`src/hw/csp_defs.svh`:
```
// offsets, field positions, reset values and limits of the core registers
`ifndef CSP_DEFS_SVH
`define CSP_DEFS_SVH

// ==========================================================
// register offsets
`define CSP_OFS_SP    8'h81
`define CSP_OFS_DPL   8'h82
`define CSP_OFS_DPH   8'h83
`define CSP_OFS_POWER_CONTROL  8'h87
`define CSP_OFS_PSW   8'hD0
`define CSP_OFS_ACC   8'hE0
`define CSP_OFS_B     8'hF0

// ==========================================================
// reset values
`define CSP_SP_RST    8'h07
`define CSP_DPL_RST   8'h00
`define CSP_DPH_RST   8'h00
`define CSP_POWER_CONTROL_RST  8'h00
`define CSP_PSW_RST   8'h00
`define CSP_ACC_RST   8'h00
`define CSP_B_RST     8'h00

// ==========================================================
// status word fields
`define CSP_PSW_CY    7
`define CSP_PSW_AC    6
`define CSP_PSW_F0    5
`define CSP_PSW_RS1   4
`define CSP_PSW_RS0   3
`define CSP_PSW_OV    2
`define CSP_PSW_F1    1
`define CSP_PSW_PAR   0

// ==========================================================
// power control fields
`define CSP_POWER_CONTROL_IDLE 0
`define CSP_POWER_CONTROL_STOP 1
`define CSP_POWER_CONTROL_RSV_LO 2
`define CSP_POWER_CONTROL_RSV_HI 7

// ==========================================================
// limits
`define CSP_MUL_MAX   16'h00FF

`endif

```
`src/hw/csp_pkg.sv`:
```
// types shared by the core status and power mode block
package csp_pkg;

   // ==========================================================
   // power modes
   typedef enum logic [1:0] {
      CSP_RUN  = 2'b00,
      CSP_IDLE = 2'b01,
      CSP_STOP = 2'b10
   } csp_mode_t;

   // ==========================================================
   // arithmetic operations that touch the flags
   typedef enum logic [2:0] {
      CSP_OP_NONE  = 3'b000,
      CSP_OP_ADD   = 3'b001,
      CSP_OP_ADDC  = 3'b010,
      CSP_OP_SUBB  = 3'b011,
      CSP_OP_MUL   = 3'b100,
      CSP_OP_DIV   = 3'b101,
      CSP_OP_OTHER = 3'b110
   } csp_alu_op_t;

   // ==========================================================
   // complete state of the block
   typedef struct packed {
      logic [7:0] sp;
      logic [7:0] data_pointer_low;
      logic [7:0] data_pointer_high;
      logic       cy;
      logic       ac;
      logic       f0;
      logic [1:0] rs;
      logic       ov;
      logic       f1;
      logic       par;
      logic [7:0] acc;
      logic [7:0] b;
      logic [5:0] power_control_rsv;
      logic       pend_idle;
      logic       pend_stop;
      csp_mode_t  mode;
      logic [7:0] rdata;
      logic [7:0] stk_addr;
      logic       cpu_en;
      logic       per_en;
      logic       osc_en;
      logic       wake;
      logic       core_rst;
   } csp_state_t;

endpackage

```
`src/hw/csp_core_regs.sv`:
```
// core status registers and idle/stop power mode control
//
// Behaviour
// - stack pointer increments before each pushed byte is stored
// - every reset leaves the stack pointer at 0x07
// - low and high data pointer bytes form one 16-bit pointer
// - carry set on add carry or subtract borrow, else cleared
// - half carry set on nibble carry or borrow, else cleared
// - two bank bits select register bank base 0x00,0x08,0x10,0x18
// - overflow set on signed overflow, product above 255, zero divide
// - add, addc, subb, mul, div clear overflow otherwise
// - parity bit is read-only odd parity of the accumulator
// - status bits 5 and 1 are plain software flags
// - idle select write halts the processor after that instruction
// - idle keeps all state; only the processor clock stops
// - enabled interrupt in idle clears idle and restarts processor
// - after the interrupt return execution resumes after idle write
// - reset ending idle or stop runs normal reset from 0x0000
// - enabled watchdog reset can end idle mode
// - stop select write enters stop after that instruction
// - stop halts oscillator, processor and digital peripherals
// - stop ignores interrupts; only a reset ends it
// - missing clock detector reset ends stop; disable for long stops
// - idle and stop select bits always read back as 0
`timescale 1ns/1ns

`include "csp_defs.svh"

module csp_core_regs
   import csp_pkg::*;
(
   input  logic        sys_clk_i,
   input  logic        resetn_i,
   // register port from the processor
   input  logic [7:0]  sfr_addr_i,
   input  logic        sfr_wr_i,
   input  logic        sfr_rd_i,
   input  logic [7:0]  sfr_wdata_i,
   output logic [7:0]  sfr_rdata_o,
   // stack operations
   input  logic        push_i,
   input  logic        pop_i,
   output logic [7:0]  stack_ptr_o,
   output logic [7:0]  stack_addr_o,
   // arithmetic
   input  csp_alu_op_t alu_op_i,
   input  logic [7:0]  alu_operand_i,
   // power control
   input  logic        instr_done_i,
   input  logic        irq_pending_i,
   input  logic        wdt_reset_i,
   input  logic        mcd_reset_i,
   // views of the registers
   output logic [15:0] data_ptr_o,
   output logic [7:0]  bank_base_o,
   output logic [7:0]  psw_o,
   output logic [7:0]  acc_o,
   output logic [7:0]  b_o,
   // clock gating and restart
   output logic        cpu_clk_en_o,
   output logic        periph_clk_en_o,
   output logic        osc_en_o,
   output logic        idle_wake_o,
   output logic        core_reset_o
);

   // ==========================================================
   // functions
   function automatic csp_state_t rst_state();
      csp_state_t r;
      r          = '0;
      r.sp       = `CSP_SP_RST;
      r.data_pointer_low      = `CSP_DPL_RST;
      r.data_pointer_high      = `CSP_DPH_RST;
      r.acc      = `CSP_ACC_RST;
      r.b        = `CSP_B_RST;
      r.par      = ^r.acc;
      r.mode     = CSP_RUN;
      r.cpu_en   = 1'b1;
      r.per_en   = 1'b1;
      r.osc_en   = 1'b1;
      return r;
   endfunction

   function automatic logic [7:0] psw_byte(input csp_state_t s);
      logic [7:0] p;
      p                = '0;
      p[`CSP_PSW_CY]   = s.cy;
      p[`CSP_PSW_AC]   = s.ac;
      p[`CSP_PSW_F0]   = s.f0;
      p[`CSP_PSW_RS1]  = s.rs[1];
      p[`CSP_PSW_RS0]  = s.rs[0];
      p[`CSP_PSW_OV]   = s.ov;
      p[`CSP_PSW_F1]   = s.f1;
      p[`CSP_PSW_PAR]  = s.par;
      return p;
   endfunction

   // ==========================================================
   // state
   csp_state_t s_q;
   csp_state_t s_d;

   always_comb begin
      logic [8:0]  sum9;
      logic [4:0]  nib5;
      logic [8:0]  cin9;
      logic [4:0]  cin5;
      logic [15:0] prod;
      logic [7:0]  power_control_rd;
      s_d      = s_q;
      sum9     = '0;
      nib5     = '0;
      cin9     = '0;
      cin5     = '0;
      prod     = '0;
      power_control_rd  = {s_q.power_control_rsv, 2'b00};
      s_d.wake     = 1'b0;
      s_d.core_rst = 1'b0;

      if (wdt_reset_i || mcd_reset_i) begin
         // internal reset: same values as the pin reset
         s_d          = rst_state();
         s_d.core_rst = 1'b1;
      end else begin
         case (s_q.mode)
            CSP_RUN: begin
               // ---- register reads, before this cycle's writes
               if (sfr_rd_i) begin
                  case (sfr_addr_i)
                     `CSP_OFS_SP:   s_d.rdata = s_q.sp;
                     `CSP_OFS_DPL:  s_d.rdata = s_q.data_pointer_low;
                     `CSP_OFS_DPH:  s_d.rdata = s_q.data_pointer_high;
                     // select bits always read low
                     `CSP_OFS_POWER_CONTROL: s_d.rdata = power_control_rd;
                     `CSP_OFS_PSW:  s_d.rdata = psw_byte(s_q);
                     `CSP_OFS_ACC:  s_d.rdata = s_q.acc;
                     `CSP_OFS_B:    s_d.rdata = s_q.b;
                     default:       s_d.rdata = 8'h00;
                  endcase
               end

               // ---- register writes
               if (sfr_wr_i) begin
                  case (sfr_addr_i)
                     `CSP_OFS_SP:  s_d.sp  = sfr_wdata_i;
                     `CSP_OFS_DPL: s_d.data_pointer_low = sfr_wdata_i;
                     `CSP_OFS_DPH: s_d.data_pointer_high = sfr_wdata_i;
                     `CSP_OFS_POWER_CONTROL: begin
                        s_d.power_control_rsv = sfr_wdata_i[`CSP_POWER_CONTROL_RSV_HI:
                                                   `CSP_POWER_CONTROL_RSV_LO];
                        if (sfr_wdata_i[`CSP_POWER_CONTROL_IDLE]) begin
                           s_d.pend_idle = 1'b1;
                        end
                        if (sfr_wdata_i[`CSP_POWER_CONTROL_STOP]) begin
                           s_d.pend_stop = 1'b1;
                        end
                     end
                     `CSP_OFS_PSW: begin
                        // parity is not writable
                        s_d.cy = sfr_wdata_i[`CSP_PSW_CY];
                        s_d.ac = sfr_wdata_i[`CSP_PSW_AC];
                        s_d.f0 = sfr_wdata_i[`CSP_PSW_F0];
                        s_d.rs = {sfr_wdata_i[`CSP_PSW_RS1],
                                  sfr_wdata_i[`CSP_PSW_RS0]};
                        s_d.ov = sfr_wdata_i[`CSP_PSW_OV];
                        s_d.f1 = sfr_wdata_i[`CSP_PSW_F1];
                     end
                     `CSP_OFS_ACC: s_d.acc = sfr_wdata_i;
                     `CSP_OFS_B:   s_d.b   = sfr_wdata_i;
                     default: begin
                        s_d.rdata = s_d.rdata;
                     end
                  endcase
               end

               // ---- stack, takes priority over a write to the pointer
               if (push_i) begin
                  s_d.sp       = s_q.sp + 8'h01;
                  s_d.stk_addr = s_q.sp + 8'h01;
               end else if (pop_i) begin
                  s_d.stk_addr = s_q.sp;
                  s_d.sp       = s_q.sp - 8'h01;
               end

               // ---- arithmetic, takes priority over register writes
               cin9 = {8'h00, s_q.cy};
               cin5 = {4'h0, s_q.cy};
               case (alu_op_i)
                  CSP_OP_ADD, CSP_OP_ADDC: begin
                     if (alu_op_i == CSP_OP_ADD) begin
                        cin9 = '0;
                        cin5 = '0;
                     end
                     sum9 = {1'b0, s_q.acc} + {1'b0, alu_operand_i} + cin9;
                     nib5 = {1'b0, s_q.acc[3:0]}
                          + {1'b0, alu_operand_i[3:0]} + cin5;
                     s_d.acc = sum9[7:0];
                     s_d.cy  = sum9[8];
                     s_d.ac  = nib5[4];
                     s_d.ov  = (s_q.acc[7] == alu_operand_i[7])
                             && (sum9[7] != s_q.acc[7]);
                  end
                  CSP_OP_SUBB: begin
                     sum9 = {1'b0, s_q.acc} - {1'b0, alu_operand_i} - cin9;
                     nib5 = {1'b0, s_q.acc[3:0]}
                          - {1'b0, alu_operand_i[3:0]} - cin5;
                     s_d.acc = sum9[7:0];
                     s_d.cy  = sum9[8];
                     s_d.ac  = nib5[4];
                     s_d.ov  = (s_q.acc[7] != alu_operand_i[7])
                             && (sum9[7] != s_q.acc[7]);
                  end
                  CSP_OP_MUL: begin
                     prod    = s_q.acc * s_q.b;
                     s_d.acc = prod[7:0];
                     s_d.b   = prod[15:8];
                     s_d.cy  = 1'b0;
                     s_d.ac  = 1'b0;
                     s_d.ov  = prod > `CSP_MUL_MAX;
                  end
                  CSP_OP_DIV: begin
                     s_d.cy = 1'b0;
                     s_d.ac = 1'b0;
                     if (s_q.b == 8'h00) begin
                        // operands left untouched on a zero divisor
                        s_d.ov = 1'b1;
                     end else begin
                        s_d.acc = s_q.acc / s_q.b;
                        s_d.b   = s_q.acc % s_q.b;
                        s_d.ov  = 1'b0;
                     end
                  end
                  CSP_OP_OTHER: begin
                     s_d.cy = 1'b0;
                     s_d.ac = 1'b0;
                  end
                  default: begin
                     s_d.cy = s_d.cy;
                  end
               endcase

               // ---- power mode entry when the writing instruction ends
               if (instr_done_i && (s_d.pend_stop || s_d.pend_idle)) begin
                  if (s_d.pend_stop) begin
                     s_d.mode   = CSP_STOP;
                     s_d.cpu_en = 1'b0;
                     s_d.per_en = 1'b0;
                     s_d.osc_en = 1'b0;
                  end else begin
                     s_d.mode   = CSP_IDLE;
                     s_d.cpu_en = 1'b0;
                  end
                  s_d.pend_stop = 1'b0;
                  s_d.pend_idle = 1'b0;
               end
            end

            CSP_IDLE: begin
               // registers hold; peripherals keep their clock
               if (irq_pending_i) begin
                  s_d.mode   = CSP_RUN;
                  s_d.cpu_en = 1'b1;
                  // no restart: the processor resumes its own program
                  // counter, so the return lands after the idle write
                  s_d.wake   = 1'b1;
               end
            end

            CSP_STOP: begin
               // interrupts have no effect here
               s_d.mode = CSP_STOP;
            end

            default: begin
               s_d = rst_state();
            end
         endcase
      end

      s_d.par = ^s_d.acc;
   end

   always_ff @(posedge sys_clk_i) begin
      if (!resetn_i) begin
         s_q          <= rst_state();
         s_q.core_rst <= 1'b1;
      end else begin
         s_q <= s_d;
      end
   end

   // ==========================================================
   // outputs, all taken from the state register
   assign sfr_rdata_o     = s_q.rdata;
   assign stack_ptr_o     = s_q.sp;
   assign stack_addr_o    = s_q.stk_addr;
   assign data_ptr_o      = {s_q.data_pointer_high, s_q.data_pointer_low};
   assign bank_base_o     = {3'b000, s_q.rs, 3'b000};
   assign psw_o           = psw_byte(s_q);
   assign acc_o           = s_q.acc;
   assign b_o             = s_q.b;
   assign cpu_clk_en_o    = s_q.cpu_en;
   assign periph_clk_en_o = s_q.per_en;
   assign osc_en_o        = s_q.osc_en;
   assign idle_wake_o     = s_q.wake;
   assign core_reset_o    = s_q.core_rst;

endmodule

```
`config.mk`:
```
export PLATFORM = sky130hd
export DESIGN_NAME = csp_core_regs
export DESIGN_NICKNAME = d
export VERILOG_FILES = /design/src/hw/csp_pkg.sv /design/src/hw/csp_core_regs.sv
export VERILOG_INCLUDE_DIRS = /design/src /design/src/hw
export SDC_FILE = /design/constraint.sdc
export NUM_CORES = 1
export LEC_CHECK = 0
export BUFFER_PORTS_ARGS = -buffer_cell sky130_fd_sc_hd__clkbuf_2
export CORE_AREA = 2 2 262 160
export CTS_CLUSTER_SIZE = 28
export DETAILED_ROUTE_END_ITERATION = 6
export DIE_AREA = 0 0 264 162
export GPL_ROUTABILITY_DRIVEN = 0
export GPL_TIMING_DRIVEN = 0
export PLACE_DENSITY = 0.41
export SETUP_SLACK_MARGIN = 0.1
export SYNTH_ARGS = -nofsm -noshare
export SYNTH_HDL_FRONTEND = slang
export SYNTH_SLANG_ARGS = --single-unit
```
`constraint.sdc`:
```
create_clock -name sys_clk_i -period 11.5 [get_ports sys_clk_i]
set_clock_uncertainty 0.15 [all_clocks]
set_input_delay 0 -clock sys_clk_i [delete_from_list [all_inputs] [get_ports sys_clk_i]]
set_output_delay 0 -clock sys_clk_i [all_outputs]
set_load 0.005 [all_outputs]
```
==> out/results.txt <==
outcome: complete, no violations
crit end category: flip-flop
Synth async-reset ratio: 0%
number of global-route vias before repair: 10000
layout overhead on the synthesized area: 26.7%
mux share of post-synthesis cell area: 3.68%
Port-buffer cells: 101
drt initial violations: 804
clock root buffer: clkbuf_16
Synth top area share: 15.6%
hold path depth: 4
capturing point of the worst reg2reg path: psw_o[0]
HP Class: in -> reg
# DRC: 0
setup violators final: 0
Compound-Gate Fraction of Synth Area: 22.9%
Std-Cell Rows: 57
CTS Buf Count: 9
max-capacitance violation count: 0
detailed placement HPWL: 33.9 mm
total power: 0.00273 W
Clock Latency Late Sink: 370 ps
Critical Path Source Type: flip-flop
largest stage delay on the critical path: 540 ps
Synth Area in Simple Gates: 19.1%
final wirelength: 43.3 mm
DRT antenna net count: 0
ys flop type: dfxtp_1
Die Width: 264 um
Clock Sinks: 78
sequential area share after synthesis: 15.6%
Worst slew margin: 11.9%
critical path buffer and inverter count: 5
Pint: 0.00155 W
final hold violation count: 0
Critical R2R Launch: b_o[4]
Initial Utilization: 24.8%
arrival time worst endpoint: 11220 ps
max-slew violations: 0
Core Area: 0.0402 mm2
flops & latches, synth: 78
RSZ-0062 raised after global routing: true
end of the critical path: psw_o[0]
NetSw: 0.00118 W
vias per cell: 5.10
CP Max Fanout: 6
initial antenna violation count: 0
ratio of cells with drive above 1 in the final layout: 22.7%
die footprint: 0.0428 mm2
Unique masters post-synth: 80
TritonCTS clock tree: built
Avg Inst Size Synth: 7.54 um2
chip height: 162 um
wire length per cell after detailed routing: 21.3 um
Seq pwr share: 10.3%
largest net degree at the start of global routing: 15
GRT Overall Usage: 19.7%
synth warn: 0
Cells after Synth: 1325
top post-synthesis cells by area: dfxtp_1 (16%), ha_1 (13%), fa_1 (8.2%)
Max VDD drop: 0.359 mV
Net Sw Frac: 43.2%
Leak: 5.50 nW
number of synthesized flops with an enable pin: 0
n_diodes: 0
Synth top cells by count: nor2_1 (134), nand2_1 (132), ha_1 (105)
WHS: 32.8 ps
r2r setup slk: 380 ps
Synth Area in XOR/XNOR: 5.01%
crit path from: b_o[4]
Least-Margin Pin Slew: 1310 ps
Worst R2R Path Depth: 55
GRT Residual Overflow: 0
DR vias: 10400
main combinational cell family by area after synthesis: compound AO/OA/AOI/OAI gates
first-pass GRT wire length: 63.2 mm
kind of cell adding the most delay to the critical path: compound AO/OA/AOI/OAI gates
H-Tree Depth: 3
Worst path depth: 55
Final period util: 96.7%
Req. time, crit path: 11600 ps
final worst path period need: 11120 ps
Final nets: 1682
Adder-Cell Fraction of Synth Area: 21.5%
top-count cell post-synth: nor2_1
clock-pin slew on the worst setup and hold paths: 70 ps
biggest area consumer among synthesized cells: dfxtp_1
clock power share: 12.6%
Clock Path Buffers: 2
Slowest cell on crit path: or4_4
most numerous cell on the critical path: ha_4
synthesized area: 0.00999 mm2
power per cell area: 216 mW/mm2
Combinational Power Share: 77.2%
boundary pin count: 114
first-pass iteration count of the detailed router: 6
highest clock rate: 0.0899 GHz
CP Class: reg -> reg
cell families after synthesis:
| family | count (synthesis) |
|---|---|
| xor+xnor | 54 |
| mux | 33 |
| compound gates | 348 |
| other cells | 1 |
| flops | 78 |
| simple gates | 416 |
| buf+inv | 248 |
| fa+ha+maj | 147 |
flip-flops by register name, indices dropped and copies added (netlist names), 2 cells and up:
| register | count |
|---|---|
| stack_addr_o | 8 |
| stack_ptr_o | 8 |
| sfr_rdata_o | 8 |
| bank_base_o | 2 |
| psw_o | 6 |
| b_o | 8 |
| acc_o | 8 |
| s_q | 10 |
| data_ptr_o | 16 |
worst register-to-register path, delay by kind of cell (launching register included):
family | cells | cell delay, ps
flip-flops | 1 | 350
AND/OR/NAND/NOR | 18 | 3140
buffers and inverters | 5 | 680
adder cells (fa/ha/maj) | 7 | 1740
AO/OA/AOI/OAI | 21 | 4170
XOR/XNOR | 2 | 300
multiplexers | 2 | 500
placed cells by master, fill, tap and decap left out, types with 7 or more instances in the layout:
master         netlist  routed
a21o_1              14      13
a21oi_1             95      86
a221oi_1            12      12
a22oi_1             46      46
a31oi_1             12      12
and2_1              10       9
and3_1              14      14
buf_4               73     116
buf_6                1       7
clkbuf_1            61      60
clkbuf_16            0       9
clkbuf_2             1     104
dfxtp_1             78      76
dlygate4sd3_1        0       7
fa_1                41      40
ha_1               105      83
ha_4                 0      22
inv_1              104     100
mux2_4               5      12
mux2i_1             18      16
nand2_1            132     129
nand2b_1            13      13
nand3_1             29      24
nor2_1             134     131
nor2b_1             11      10
nor3_1              32      30
o211ai_1            11      11
o21a_1              12      11
o21ai_0             69      57
o21ai_1              1       8
or3_1               10       8
xnor2_1             34      34
xor2_1              18      18
what timing repair did:
item,CTS,global route
hold buffers,7,0
pin swaps,7,50
cloned,0,0
buffers inserted,14,37
resized for setup,35,102
setup endpoints to repair,11,10
hold endpoints to repair,29,0
layer usage:
| layer | wire length [um] | vias up | global-route usage (%) | part of all wire, % |
|---|---|---|---|---|
| li1 | - | 4913 | - | - |
| met1 | 22700 | 5074 | 30.7 | 52 |
| met2 | 16600 | 374 | 26.6 | 38 |
| met3 | 3700 | 25 | 5.96 | 8.5 |
| met4 | 318 | 0 | 2.61 | 0.74 |
| met5 | 0 | - | 0 | 0 |
cell type report:
class                   instances  area [um2]
clock buffers                  10         229
flip-flops and latches         78        1570
well taps                     531         664
inverters                     108         417
fillers                      4408       27600
plain buffers                 140         827
clock inverters                 6         110
repair buffers                158         977
multi-input cells            1004        7870
worst min-delay path by stage:
stage / from / endpoint
after floorplan: resetn_i / acc_o[7]
after global placement: resetn_i / acc_o[7]
after detailed placement: resetn_i / acc_o[7]
after CTS: wdt_reset_i / acc_o[7]
after global routing: wdt_reset_i / acc_o[7]
final: wdt_reset_i / acc_o[7]
per-stage QoR:
step | cells | instance area, um2 | setup WS (ps) | util (%) | setup TNS (ps)
floorplan | 1330 | 10000 | 158 | - | 0
global placement | 1962 | 11200 | -2640 | 27.8 | -24710
detailed placement | 1962 | 11200 | -2610 | 27.8 | -24080
CTS | 1999 | 11800 | 108 | 29.4 | 0
global route | 2035 | 12700 | -116 | 31.5 | -227
finish | 2035 | 12700 | 381 | 31.5 | 0
power groups by stage:
stage                     clock network (W)  registers, W  logic [W]
after floorplan                           0      0.000282   0.000971
after global placement                    0      0.000286    0.00128
after detailed placement                  0      0.000286    0.00129
after CTS                          0.000348      0.000280    0.00144
after global routing               0.000357      0.000280    0.00228
final                              0.000344      0.000280    0.00211
Power figures use the tool's default switching activity.
